**src/pkg/dio_pkg.sv**
```systemverilog
// Constants for the four-channel digital I/O port with polarity
// Assumes a 32-bit AXI4-Lite register bus, byte-addressed words
package dio_pkg;

  // ----------------------------------------------------------------
  // Register offsets
  // ----------------------------------------------------------------
  localparam logic [3:0] DIO_OFS_STATE    = 4'h0;
  localparam logic [3:0] DIO_OFS_POLARITY = 4'h4;
  localparam logic [3:0] DIO_OFS_INPUT    = 4'h8;
  localparam logic [3:0] DIO_OFS_LINES    = 4'hC;

  // ----------------------------------------------------------------
  // Field layout and reset values
  // ----------------------------------------------------------------
  localparam int          DIO_NUM_OUT     = 4;
  localparam int          DIO_INPUT_BIT   = 0;
  localparam logic [3:0]  DIO_STATE_RST   = 4'h0;
  localparam logic [3:0]  DIO_POL_RST     = 4'hF;
  localparam logic [3:0]  DIO_LINES_RST   = 4'hF;

  // ----------------------------------------------------------------
  // Bus answers
  // ----------------------------------------------------------------
  localparam logic [1:0]  DIO_RESP_OKAY   = 2'h0;
  localparam logic [1:0]  DIO_RESP_SLVERR = 2'h2;

endpackage : dio_pkg

```
**src/pkg/dio_if.sv**
```systemverilog
// Carrier between the register front end and the output driver
// Assumes both ends share one clock and reset
`timescale 1ns/100ps
interface dio_if;
  logic [dio_pkg::DIO_NUM_OUT-1:0] state;
  logic [dio_pkg::DIO_NUM_OUT-1:0] pol_low;
  logic [dio_pkg::DIO_NUM_OUT-1:0] lines;

  modport ctrl (output state, output pol_low, input lines);
  modport drv  (input state, input pol_low, output lines);
endinterface : dio_if

```
**src/design/dio_out_drv.sv**
```systemverilog
// Output level driver: registered state xor active-low polarity
// Assumes clk_sys and rst_n shared with the register front end
`timescale 1ns/100ps
module dio_out_drv (
  input  wire logic clk_sys,
  input  wire logic rst_n,
  dio_if.drv        io
);

  // ----------------------------------------------------------------
  // Line levels
  // ----------------------------------------------------------------
  logic [dio_pkg::DIO_NUM_OUT-1:0] lines_r;
  wire  [dio_pkg::DIO_NUM_OUT-1:0] lines_nxt;

  assign lines_nxt = io.state ^ io.pol_low;  // [RL3] [RL7]

  always_ff @(posedge clk_sys or negedge rst_n) begin
    if (!rst_n) begin
      lines_r <= dio_pkg::DIO_LINES_RST;  // [RL6]
    end else begin
      lines_r <= lines_nxt;  // [RL7]
    end
  end

  assign io.lines = lines_r;

  // ----------------------------------------------------------------
  // Checks
  // ----------------------------------------------------------------
  logic seen_r;
  always_ff @(posedge clk_sys or negedge rst_n) begin
    if (!rst_n) begin
      seen_r <= 1'b0;
    end else begin
      seen_r <= 1'b1;
    end
  end

  chk_reset_high: assert property (  // [RL6]
    @(posedge clk_sys) disable iff (!rst_n)
    !seen_r |-> lines_r == dio_pkg::DIO_LINES_RST)
    else $error("output lines not high after reset");

  chk_on_level: assert property (  // [RL2]
    @(posedge clk_sys) disable iff (!rst_n)
    (io.state[0] && !io.pol_low[0]) |=> lines_r[0])
    else $error("active-high on channel not driven high");

endmodule : dio_out_drv

```
**src/design/dio_port.sv**
```systemverilog
// Digital I/O port top: AXI4-Lite slave, four outputs, one input
// Assumes synchronous inputs on clk_sys, async active-low reset
//
// Behaviour
// RL1 - Four output channels, on/off readable and writable
// RL2 - Per-channel polarity: active-high or active-low
// RL3 - Line level from state combined with polarity
// RL4 - One input channel, fixed active-high sense
// RL5 - Input readable anytime without output side effects
// RL6 - Reset returns every output line high
// RL7 - Line is state xor polarity, registered
`timescale 1ns/100ps
module dio_port (
  input  wire logic        clk_sys,
  input  wire logic        rst_n,
  input  wire logic [3:0]  s_axi_awaddr,
  input  wire logic        s_axi_awvalid,
  output logic             s_axi_awready,
  input  wire logic [31:0] s_axi_wdata,
  input  wire logic [3:0]  s_axi_wstrb,
  input  wire logic        s_axi_wvalid,
  output logic             s_axi_wready,
  output logic [1:0]       s_axi_bresp,
  output logic             s_axi_bvalid,
  input  wire logic        s_axi_bready,
  input  wire logic [3:0]  s_axi_araddr,
  input  wire logic        s_axi_arvalid,
  output logic             s_axi_arready,
  output logic [31:0]      s_axi_rdata,
  output logic [1:0]       s_axi_rresp,
  output logic             s_axi_rvalid,
  input  wire logic        s_axi_rready,
  input  wire logic        input_line,
  output logic             output_line_one,
  output logic             output_line_two,
  output logic             output_line_three,
  output logic             output_line_four
);

  localparam int N = dio_pkg::DIO_NUM_OUT;

  dio_if io ();

  // ----------------------------------------------------------------
  // Address decode
  // ----------------------------------------------------------------
  function automatic logic is_mapped(input logic [3:0] a);
    is_mapped = (a == dio_pkg::DIO_OFS_STATE)
             || (a == dio_pkg::DIO_OFS_POLARITY)
             || (a == dio_pkg::DIO_OFS_INPUT)
             || (a == dio_pkg::DIO_OFS_LINES);
  endfunction : is_mapped

  // ----------------------------------------------------------------
  // Write channel
  // ----------------------------------------------------------------
  logic          aw_full_r;
  logic          w_full_r;
  logic [3:0]    awaddr_r;
  logic [31:0]   wdata_r;
  logic [3:0]    wstrb_r;
  logic          awready_r;
  logic          wready_r;
  logic          bvalid_r;
  logic [1:0]    bresp_r;
  logic [N-1:0]  state_r;
  logic [N-1:0]  pol_r;

  wire aw_hs  = s_axi_awvalid && awready_r;
  wire w_hs   = s_axi_wvalid && wready_r;
  wire do_wr  = aw_full_r && w_full_r && !bvalid_r;
  wire aw_full_nxt = aw_full_r ? !do_wr : aw_hs;
  wire w_full_nxt  = w_full_r ? !do_wr : w_hs;
  wire lane0  = wstrb_r[0];
  wire wr_state = do_wr && lane0 && (awaddr_r == dio_pkg::DIO_OFS_STATE);
  wire wr_pol   = do_wr && lane0
                  && (awaddr_r == dio_pkg::DIO_OFS_POLARITY);
  wire [N-1:0] state_nxt = wr_state ? wdata_r[N-1:0] : state_r;
  wire [N-1:0] pol_nxt   = wr_pol ? wdata_r[N-1:0] : pol_r;
  wire [1:0] bresp_nxt = is_mapped(awaddr_r) ? dio_pkg::DIO_RESP_OKAY
                                             : dio_pkg::DIO_RESP_SLVERR;
  wire bvalid_nxt = do_wr || (bvalid_r && !s_axi_bready);

  always_ff @(posedge clk_sys or negedge rst_n) begin
    if (!rst_n) begin
      aw_full_r <= 1'b0;
      w_full_r  <= 1'b0;
      awready_r <= 1'b0;
      wready_r  <= 1'b0;
      bvalid_r  <= 1'b0;
      awaddr_r  <= 4'h0;
      wdata_r   <= 32'h0000_0000;
      wstrb_r   <= 4'h0;
      bresp_r   <= dio_pkg::DIO_RESP_OKAY;
    end else begin
      aw_full_r <= aw_full_nxt;
      w_full_r  <= w_full_nxt;
      awready_r <= !aw_full_nxt;
      wready_r  <= !w_full_nxt;
      bvalid_r  <= bvalid_nxt;
      if (aw_hs) begin
        awaddr_r <= s_axi_awaddr;
      end
      if (w_hs) begin
        wdata_r <= s_axi_wdata;
        wstrb_r <= s_axi_wstrb;
      end
      if (do_wr) begin
        bresp_r <= bresp_nxt;
      end
    end
  end

  // ----------------------------------------------------------------
  // Channel state and polarity
  // ----------------------------------------------------------------
  always_ff @(posedge clk_sys or negedge rst_n) begin
    if (!rst_n) begin
      state_r <= dio_pkg::DIO_STATE_RST;  // [RL6]
      pol_r   <= dio_pkg::DIO_POL_RST;    // [RL6]
    end else begin
      state_r <= state_nxt;  // [RL1]
      pol_r   <= pol_nxt;    // [RL2]
    end
  end

  assign io.state   = state_r;
  assign io.pol_low = pol_r;

  dio_out_drv u_drv (
    .clk_sys (clk_sys),
    .rst_n   (rst_n),
    .io      (io)
  );

  // ----------------------------------------------------------------
  // Read channel
  // ----------------------------------------------------------------
  logic          arready_r;
  logic          rvalid_r;
  logic [31:0]   rdata_r;
  logic [1:0]    rresp_r;

  wire ar_hs = s_axi_arvalid && arready_r;
  wire rvalid_nxt = ar_hs || (rvalid_r && !s_axi_rready);
  wire sel_state = (s_axi_araddr == dio_pkg::DIO_OFS_STATE);
  wire sel_pol   = (s_axi_araddr == dio_pkg::DIO_OFS_POLARITY);
  wire sel_in    = (s_axi_araddr == dio_pkg::DIO_OFS_INPUT);
  wire sel_lines = (s_axi_araddr == dio_pkg::DIO_OFS_LINES);
  wire in_on     = input_line;  // [RL4]
  wire [31:0] rd_mux =
      sel_state ? {28'h0000000, state_r} :
      sel_pol   ? {28'h0000000, pol_r} :
      sel_in    ? {31'h00000000, in_on} :  // [RL5]
      sel_lines ? {28'h0000000, io.lines} : 32'h0000_0000;
  wire [1:0] rresp_nxt = is_mapped(s_axi_araddr) ? dio_pkg::DIO_RESP_OKAY
                                                 : dio_pkg::DIO_RESP_SLVERR;

  always_ff @(posedge clk_sys or negedge rst_n) begin
    if (!rst_n) begin
      arready_r <= 1'b0;
      rvalid_r  <= 1'b0;
      rdata_r   <= 32'h0000_0000;
      rresp_r   <= dio_pkg::DIO_RESP_OKAY;
    end else begin
      arready_r <= !rvalid_nxt;
      rvalid_r  <= rvalid_nxt;
      if (ar_hs) begin
        rdata_r <= rd_mux;  // [RL5]
        rresp_r <= rresp_nxt;
      end
    end
  end

  // ----------------------------------------------------------------
  // Outputs
  // ----------------------------------------------------------------
  assign s_axi_awready     = awready_r;
  assign s_axi_wready      = wready_r;
  assign s_axi_bvalid      = bvalid_r;
  assign s_axi_bresp       = bresp_r;
  assign s_axi_arready     = arready_r;
  assign s_axi_rvalid      = rvalid_r;
  assign s_axi_rdata       = rdata_r;
  assign s_axi_rresp       = rresp_r;
  assign output_line_one   = io.lines[0];  // [RL3]
  assign output_line_two   = io.lines[1];
  assign output_line_three = io.lines[2];
  assign output_line_four  = io.lines[3];

  // ----------------------------------------------------------------
  // Checks
  // ----------------------------------------------------------------
  chk_state_write: assert property (  // [RL1]
    @(posedge clk_sys) disable iff (!rst_n)
    wr_state |=> state_r == $past(wdata_r[N-1:0]))
    else $error("channel state not updated by write");

  chk_pol_write: assert property (  // [RL2]
    @(posedge clk_sys) disable iff (!rst_n)
    wr_pol |=> pol_r == $past(wdata_r[N-1:0]))
    else $error("polarity not updated by write");

  chk_line_derive: assert property (  // [RL3]
    @(posedge clk_sys) disable iff (!rst_n)
    io.lines == $past(state_r ^ pol_r) || !$past(rst_n))
    else $error("line level not state xor polarity");

  chk_input_sense: assert property (  // [RL4]
    @(posedge clk_sys) disable iff (!rst_n)
    (ar_hs && sel_in) |=> rvalid_r && s_axi_rdata[0] == $past(input_line))
    else $error("input read not active-high");

  chk_read_quiet: assert property (  // [RL5]
    @(posedge clk_sys) disable iff (!rst_n)
    (ar_hs && !do_wr) |=> state_r == $past(state_r)
                          && pol_r == $past(pol_r))
    else $error("read disturbed the output channels");

  chk_line_latency: assert property (  // [RL7]
    @(posedge clk_sys) disable iff (!rst_n)
    (wr_state && !wr_pol) |=> ##1 io.lines == ($past(wdata_r[N-1:0], 2)
                                               ^ $past(pol_r)))
    else $error("line not updated one clock after write");

  chk_bad_addr: assert property (  // [RL1]
    @(posedge clk_sys) disable iff (!rst_n)
    (do_wr && !is_mapped(awaddr_r)) |=> bvalid_r
                            && bresp_r == dio_pkg::DIO_RESP_SLVERR)
    else $error("unmapped write not answered with error");

  cov_state_write: cover property (
    @(posedge clk_sys) disable iff (!rst_n) wr_state ##2 io.lines != 4'hF);
  cov_input_on: cover property (
    @(posedge clk_sys) disable iff (!rst_n) ar_hs && sel_in && input_line);
  cov_pol_write: cover property (
    @(posedge clk_sys) disable iff (!rst_n) wr_pol);
  cov_unmapped: cover property (
    @(posedge clk_sys) disable iff (!rst_n) ar_hs && !is_mapped(s_axi_araddr));

endmodule : dio_port

```
**config.mk**
```make
export PLATFORM = sky130hd
export DESIGN_NAME = dio_port
export DESIGN_NICKNAME = d
export VERILOG_FILES = /design/src/pkg/dio_pkg.sv /design/src/pkg/dio_if.sv /design/src/design/dio_out_drv.sv /design/src/design/dio_port.sv
export SDC_FILE = /design/constraint.sdc
export NUM_CORES = 1
export LEC_CHECK = 0
export BUFFER_PORTS_ARGS = -buffer_cell sky130_fd_sc_hd__clkbuf_2
export CAP_MARGIN = 30
export CORE_MARGIN = 4
export CORE_UTILIZATION = 43
export DETAILED_ROUTE_END_ITERATION = 8
export PLACE_DENSITY = 0.85
export SLEW_MARGIN = 10
export SYNTH_ARGS = -nofsm -noshare
export SYNTH_HDL_FRONTEND = slang
export SYNTH_SLANG_ARGS = --single-unit
```
**constraint.sdc**
```tcl
create_clock -name clk_sys -period 2.2 [get_ports clk_sys]
set_input_delay 0.33 -clock clk_sys [delete_from_list [all_inputs] [get_ports clk_sys]]
set_output_delay 0.33 -clock clk_sys [all_outputs]
set_load 0.03 [all_outputs]
```
======== After elaboration in Yosys (flattened, before gate mapping) ========
Index checks and enable logic that the tools add are counted.
W data, S select, Z words.
word-level totals
  RAM bits ................................ 0
  output and inout port bits .............. 45
  memories ................................ 0
  input bits .............................. 52
  word-level logic and storage cells ...... 58
  flip-flop bits (word level) ............. 64
  bits in read-only memories .............. 0
  latch bits .............................. 0
operators by class
  muxes and demuxes ....................... 8
  bitwise gates (word level) .............. 1
  reduce and logical (&&, ||, !) cells .... 27
  multipliers ............................. 0
  divide/modulo/power cells ............... 0
  shifts and indexed selects .............. 0
  $lt $le $gt $ge ......................... 0
  add/sub/neg operators ................... 0
  eq/ne operators ......................... 6
operators by type and width
  operator              count
  $eq A4 B4 Y1 const B  4
  $mux W4               4
  $logic_and A1 B1 Y1   10
  $eq A4 B3 Y1 const B  2
  $logic_not A4 Y1      2
  $logic_or A1 B1 Y1    8
  $logic_not A1 Y1      7
  $mux W2               2
  $xor A4 B4 Y4         1
  $mux W1               2

======== Logic depth before layout (Yosys ltp) ========
  word-level depth ........................ 5
  gate-level depth with buffers ........... 4
  gate-level depth less buffers ........... 3

======== Cells and area by module ========
Synthesis repeated with hierarchy kept, for this count alone.
second synthesis, totals
  cell total of the unflattened synthesis .. 131
  area, all modules ....................... 1610.3 um^2
modules (own cells, without submodules)
  module       area an instance (um^2)  instances  seq. area each (um^2)  cells an instance
  dio_port     1470.2                   1          755.7                  123
  dio_out_drv  140.1                    1          105.1                  8

======== Worst setup path after synthesis ========
OpenSTA, ideal clock, no wires.
  path type ............................... flip-flop to flip-flop
  from .................................... reg awaddr_r[1]
  to ...................................... reg pol_r[0], in the netlist io.pol_low[0]
  stages on the path, launching flop included .. 4
  arrival time ............................ 1577 ps
  clock period less this slack ............ 1659 ps
  slack ................................... 541 ps
  path buffers ............................ 0
  setup time .............................. 82 ps
  required time ........................... 2118 ps
  cell sequence ........................... dfrtp_1 or4b_4 or3_4 mux2_4
between the ends
  cells in the longest elaborated chain, start to end .. 2
RTL lines
  item                    RTL line         RTL
  from (decl)             dio_port.sv:59   logic [3:0] awaddr_r;
  from (signal assigned)  dio_port.sv:102  awaddr_r <= s_axi_awaddr;
  $eq A4 B3 Y1            dio_port.sv:77   && (awaddr_r == dio_pkg::DIO_OFS_POLARITY);
  $logic_and A1 B1 Y1     dio_port.sv:77
  to (signal assigned)    dio_port.sv:120  pol_r <= dio_pkg::DIO_POL_RST;
  to (signal assigned)    dio_port.sv:123  pol_r <= pol_nxt;
  to (decl)               dio_port.sv:67   logic [N-1:0] pol_r;
Every way passes these cells.
A chain may end at the register's enable or synchronous reset.

======== Worst setup path after layout ========
  from .................................... reg awaddr_r[1]
  to ...................................... reg state_r[2], in the netlist io.state[2]
between the ends
  cells in the longest elaborated chain, start to end .. 2
RTL lines
  item                  RTL line         RTL
  $logic_not A4 Y1      dio_port.sv:75   wire wr_state = do_wr && lane0 && (awaddr_r == dio_pkg::DIO_OFS_STATE);
  $logic_and A1 B1 Y1   dio_port.sv:75
  to (signal assigned)  dio_port.sv:119  state_r <= dio_pkg::DIO_STATE_RST;
  to (signal assigned)  dio_port.sv:122  state_r <= state_nxt;
  to (decl)             dio_port.sv:66   logic [N-1:0] state_r;
Every way passes these cells.

==> metrics.md <==
| Metric | Value |
|---|---|
| Outcome | finished, final reports clean |
| Die Ht | 69.51 µm |
| Yosys cell types | 27 |
| Final setup viols | 0 |
| Worst-Margin Slew | 0.8076 ns |
| Final Hold Viols | 0 |
| Clock latency on the worst-skew pair | 0.28 ns |
| Synthesized area | 1627 µm² |
| Initial Util | 44.43% |
| First-pass GRT wire length | 4.236 mm |
| Clock buffer depth | 2 |
| Fin Clk Skew | 0.003394 ns |
| Largest area contributor in the netlist | dfrtp_1 |
| HPWL Detailed | 1.946 mm |
| Reg2reg end | io.state[2] |
| Antenna diode count | 0 |
| Pre-CTS setup slack | 0.4660 ns |
| Hold_buf cts | 0 |
| Mapped Cells | 136 |
| CP Launch Point | awaddr_r[1] |
| FILL cells | 344 |
| Yosys warning count | 0 |
| Cell Count Post-Placement | 215 |
| Initial antenna violation count | 0 |
| CTS tree | built |
| Drt wl/cell | 11.38 µm |
| IO Count | 97 |
| CTS Buf Count | 5 |
| Largest net degree at the start of global routing | 35 |
| WP data arrival | 1.91 ns |
| GRT overflow | 0 |
| Non-filler cells, final | 223 |
| Worst reg2reg setup slack | 0.46 ns |
| Pwr/cell area | 1228 nW/µm² |
| Nets | 226 |
| Worst Path Class, Setup | reg -> reg |
| Core Area | 3661 µm² |
| Port Buffers | 35 |
| Die Wd | 69.51 µm |
| Sequential fraction of the synthesis area | 52.92% |
| Yosys top cell area share | 40.00% |
| Crit-path max FO | 4 |
| Final slew viol count | 0 |
| EDFF count, synth | 0 |
| Routed WL | 2.538 mm |
| Critical Path RT | 2.37 ns |
| R2R cell count | 3 |
| Via count | 982 |
| Post-Syn Area per Cell | 11.96 µm² |
| Drt first pass iters | 4 |
| Root Driver | clkbuf_8 |
| Crit start category | flop |
| TNS Setup | 0 ns |
| Final Wtd Congestion | 0.7283 |
| Setup Buffers After CTS | 0 |
| Post-synthesis sequential element count | 34 |
| CP Capture Type | flop |
| DRT antenna net count | 0 |
| Fin crit share | 78.92% |
| Max-Cap Viols | 0 |
| Post-route DRC | 0 |
| Area Growth Syn to Fin | 12.23% |
| GRT Overall Usage | 11.36% |
| Maximum vdd drop | 660.3 µV |
| Area contributors post-synth | dfrtp_1 (40%), buf_4 (14%), dfstp_2 (13%), mux2_2 (9.0%), mux2_4 (3.7%) |
| Reg2reg start | awaddr_r[1] |
| H-tree levels | 2 |
| Asr flop ratio synth | 100.0% |
| Cts repair resizes | 0 |
| Die area | 4831 µm² |
| Setup WS post-layout | 0.4637 ns |
| Vias in the first global route | 966 |
| Worst Hold Class | in -> async |
| Min Tclk post-route | 1.736 ns |
| Clock slew at reported path FFs | 0.07 ns |
| Rel. slew slack | 46.16% |
| Via density | 4.404 |
| RSZ-0062 raised after global routing | no |
| Dominant synthesized flop cell | dfrtp_1 |
| Pleak | 0.9270 nW |
| Layout cells sized above 1 | 40.00% |
| Maximum clock rate | 0.5759 GHz |
| Starting DRT DRC Count | 43 |
| Clock sink count | 34 |
| Num rows | 22 |
==> critical path, cell delays in order, from the launching register on <==
cell,delay (ns)
dfrtp_1,0.40
or4b_4,0.55
nor3_2,0.30
mux2_2,0.38
==> through the flow <==
step	cell area (µm²)	total power, W	hold WS (ns)	utilization [%]
2_1_floorplan	1735	0.001649	0.03441	-
3_3_place_gp	1734	0.001770	0.4476	47.37
3_5_place_dp	1734	0.001797	0.4580	47.37
4_1_cts	1826	0.002278	0.1501	49.86
5_1_grt	1826	0.002406	0.1907	49.86
6_report	1826	0.002242	0.1254	49.86
==> power breakdown <==
part           switching [W]  internal [W]  total (W)
Combinational       0.000425      0.000284   0.000709
Sequential          0.000156      0.000912    0.00107
Clock               0.000213      0.000252   0.000465
==> registers in the layout, summed over array words and instances, names as in the netlist <==
signal          cells
io.state            4
wstrb_r             1
w_full_r            1
s_axi_awready       1
io.pol_low          4
s_axi_wready        1
aw_full_r           1
wdata_r             4
u_drv.io.lines      4
s_axi_rvalid        1
awaddr_r            4
s_axi_rresp         1
s_axi_bvalid        1
s_axi_arready       1
s_axi_rdata         4
s_axi_bresp         1
==> cell type report <==
class	count	area (µm²)	area share [%]
Inverter	6	22.52	1.234
Clock buffer	7	86.33	4.729
Sequential cell	34	860.8	47.16
Timing Repair Buffer	35	175.2	9.596
Tap cell	48	60.06	3.290
Clock inverter	1	5.005	0.2742
Multi-Input combinational cell	92	615.6	33.72
==> cell families after synthesis <==
| logic type | share of synthesized area, % |
|---|---|
| compound gates | 5.693 |
| xor+xnor | 2.154 |
| buf+inv | 15.92 |
| flops | 52.92 |
| mux | 13.31 |
| other cells | 0.2305 |
| simple gates | 9.770 |
==> cells in the final DEF (no fill, tap or decap), types with 4 or more instances in the layout <==
master    netlist  final
mux2_2         13     13
dfrtp_1        26     26
o21ai_0         6      6
conb_1          1     30
inv_1           6      6
mux2_4          4      4
dfstp_2         8      8
clkbuf_8        0      6
nand2_1         7      7
xor2_1          4      4
clkbuf_2        0     35
==> synth_stat cells (3+ instances only) <==
library cell	instances
o41ai_1	3
xor2_1	4
dfstp_2	8
and2_1	3
a21boi_0	3
mux2_4	4
clkbuf_1	3
nand2_1	7
nor2_1	3
dfrtp_1	26
nor2b_1	3
nor3b_1	3
buf_4	30
inv_1	6
o21ai_0	6
mux2_2	13
==> metal layers <==
layer  global-route usage (%)  share of wire, %  vias to the layer above
met5                        0                 0                        -
met4                    4.555               1.4                        0
met3                    6.522                13                        5
met2                    17.69                46                       51
met1                    12.77                39                      456
li1                         -                 -                      470
==> worst max path at each step <==
stage / to / slack (ns)
after global placement: io.state[2] / 0.49
after global routing: io.state[2] / 0.39
after floorplan: io.pol_low[0] / 0.54
after detailed placement: io.state[1] / 0.47
final: io.state[2] / 0.46
after CTS: io.state[2] / 0.45
(Power assumes the default switching activity.)
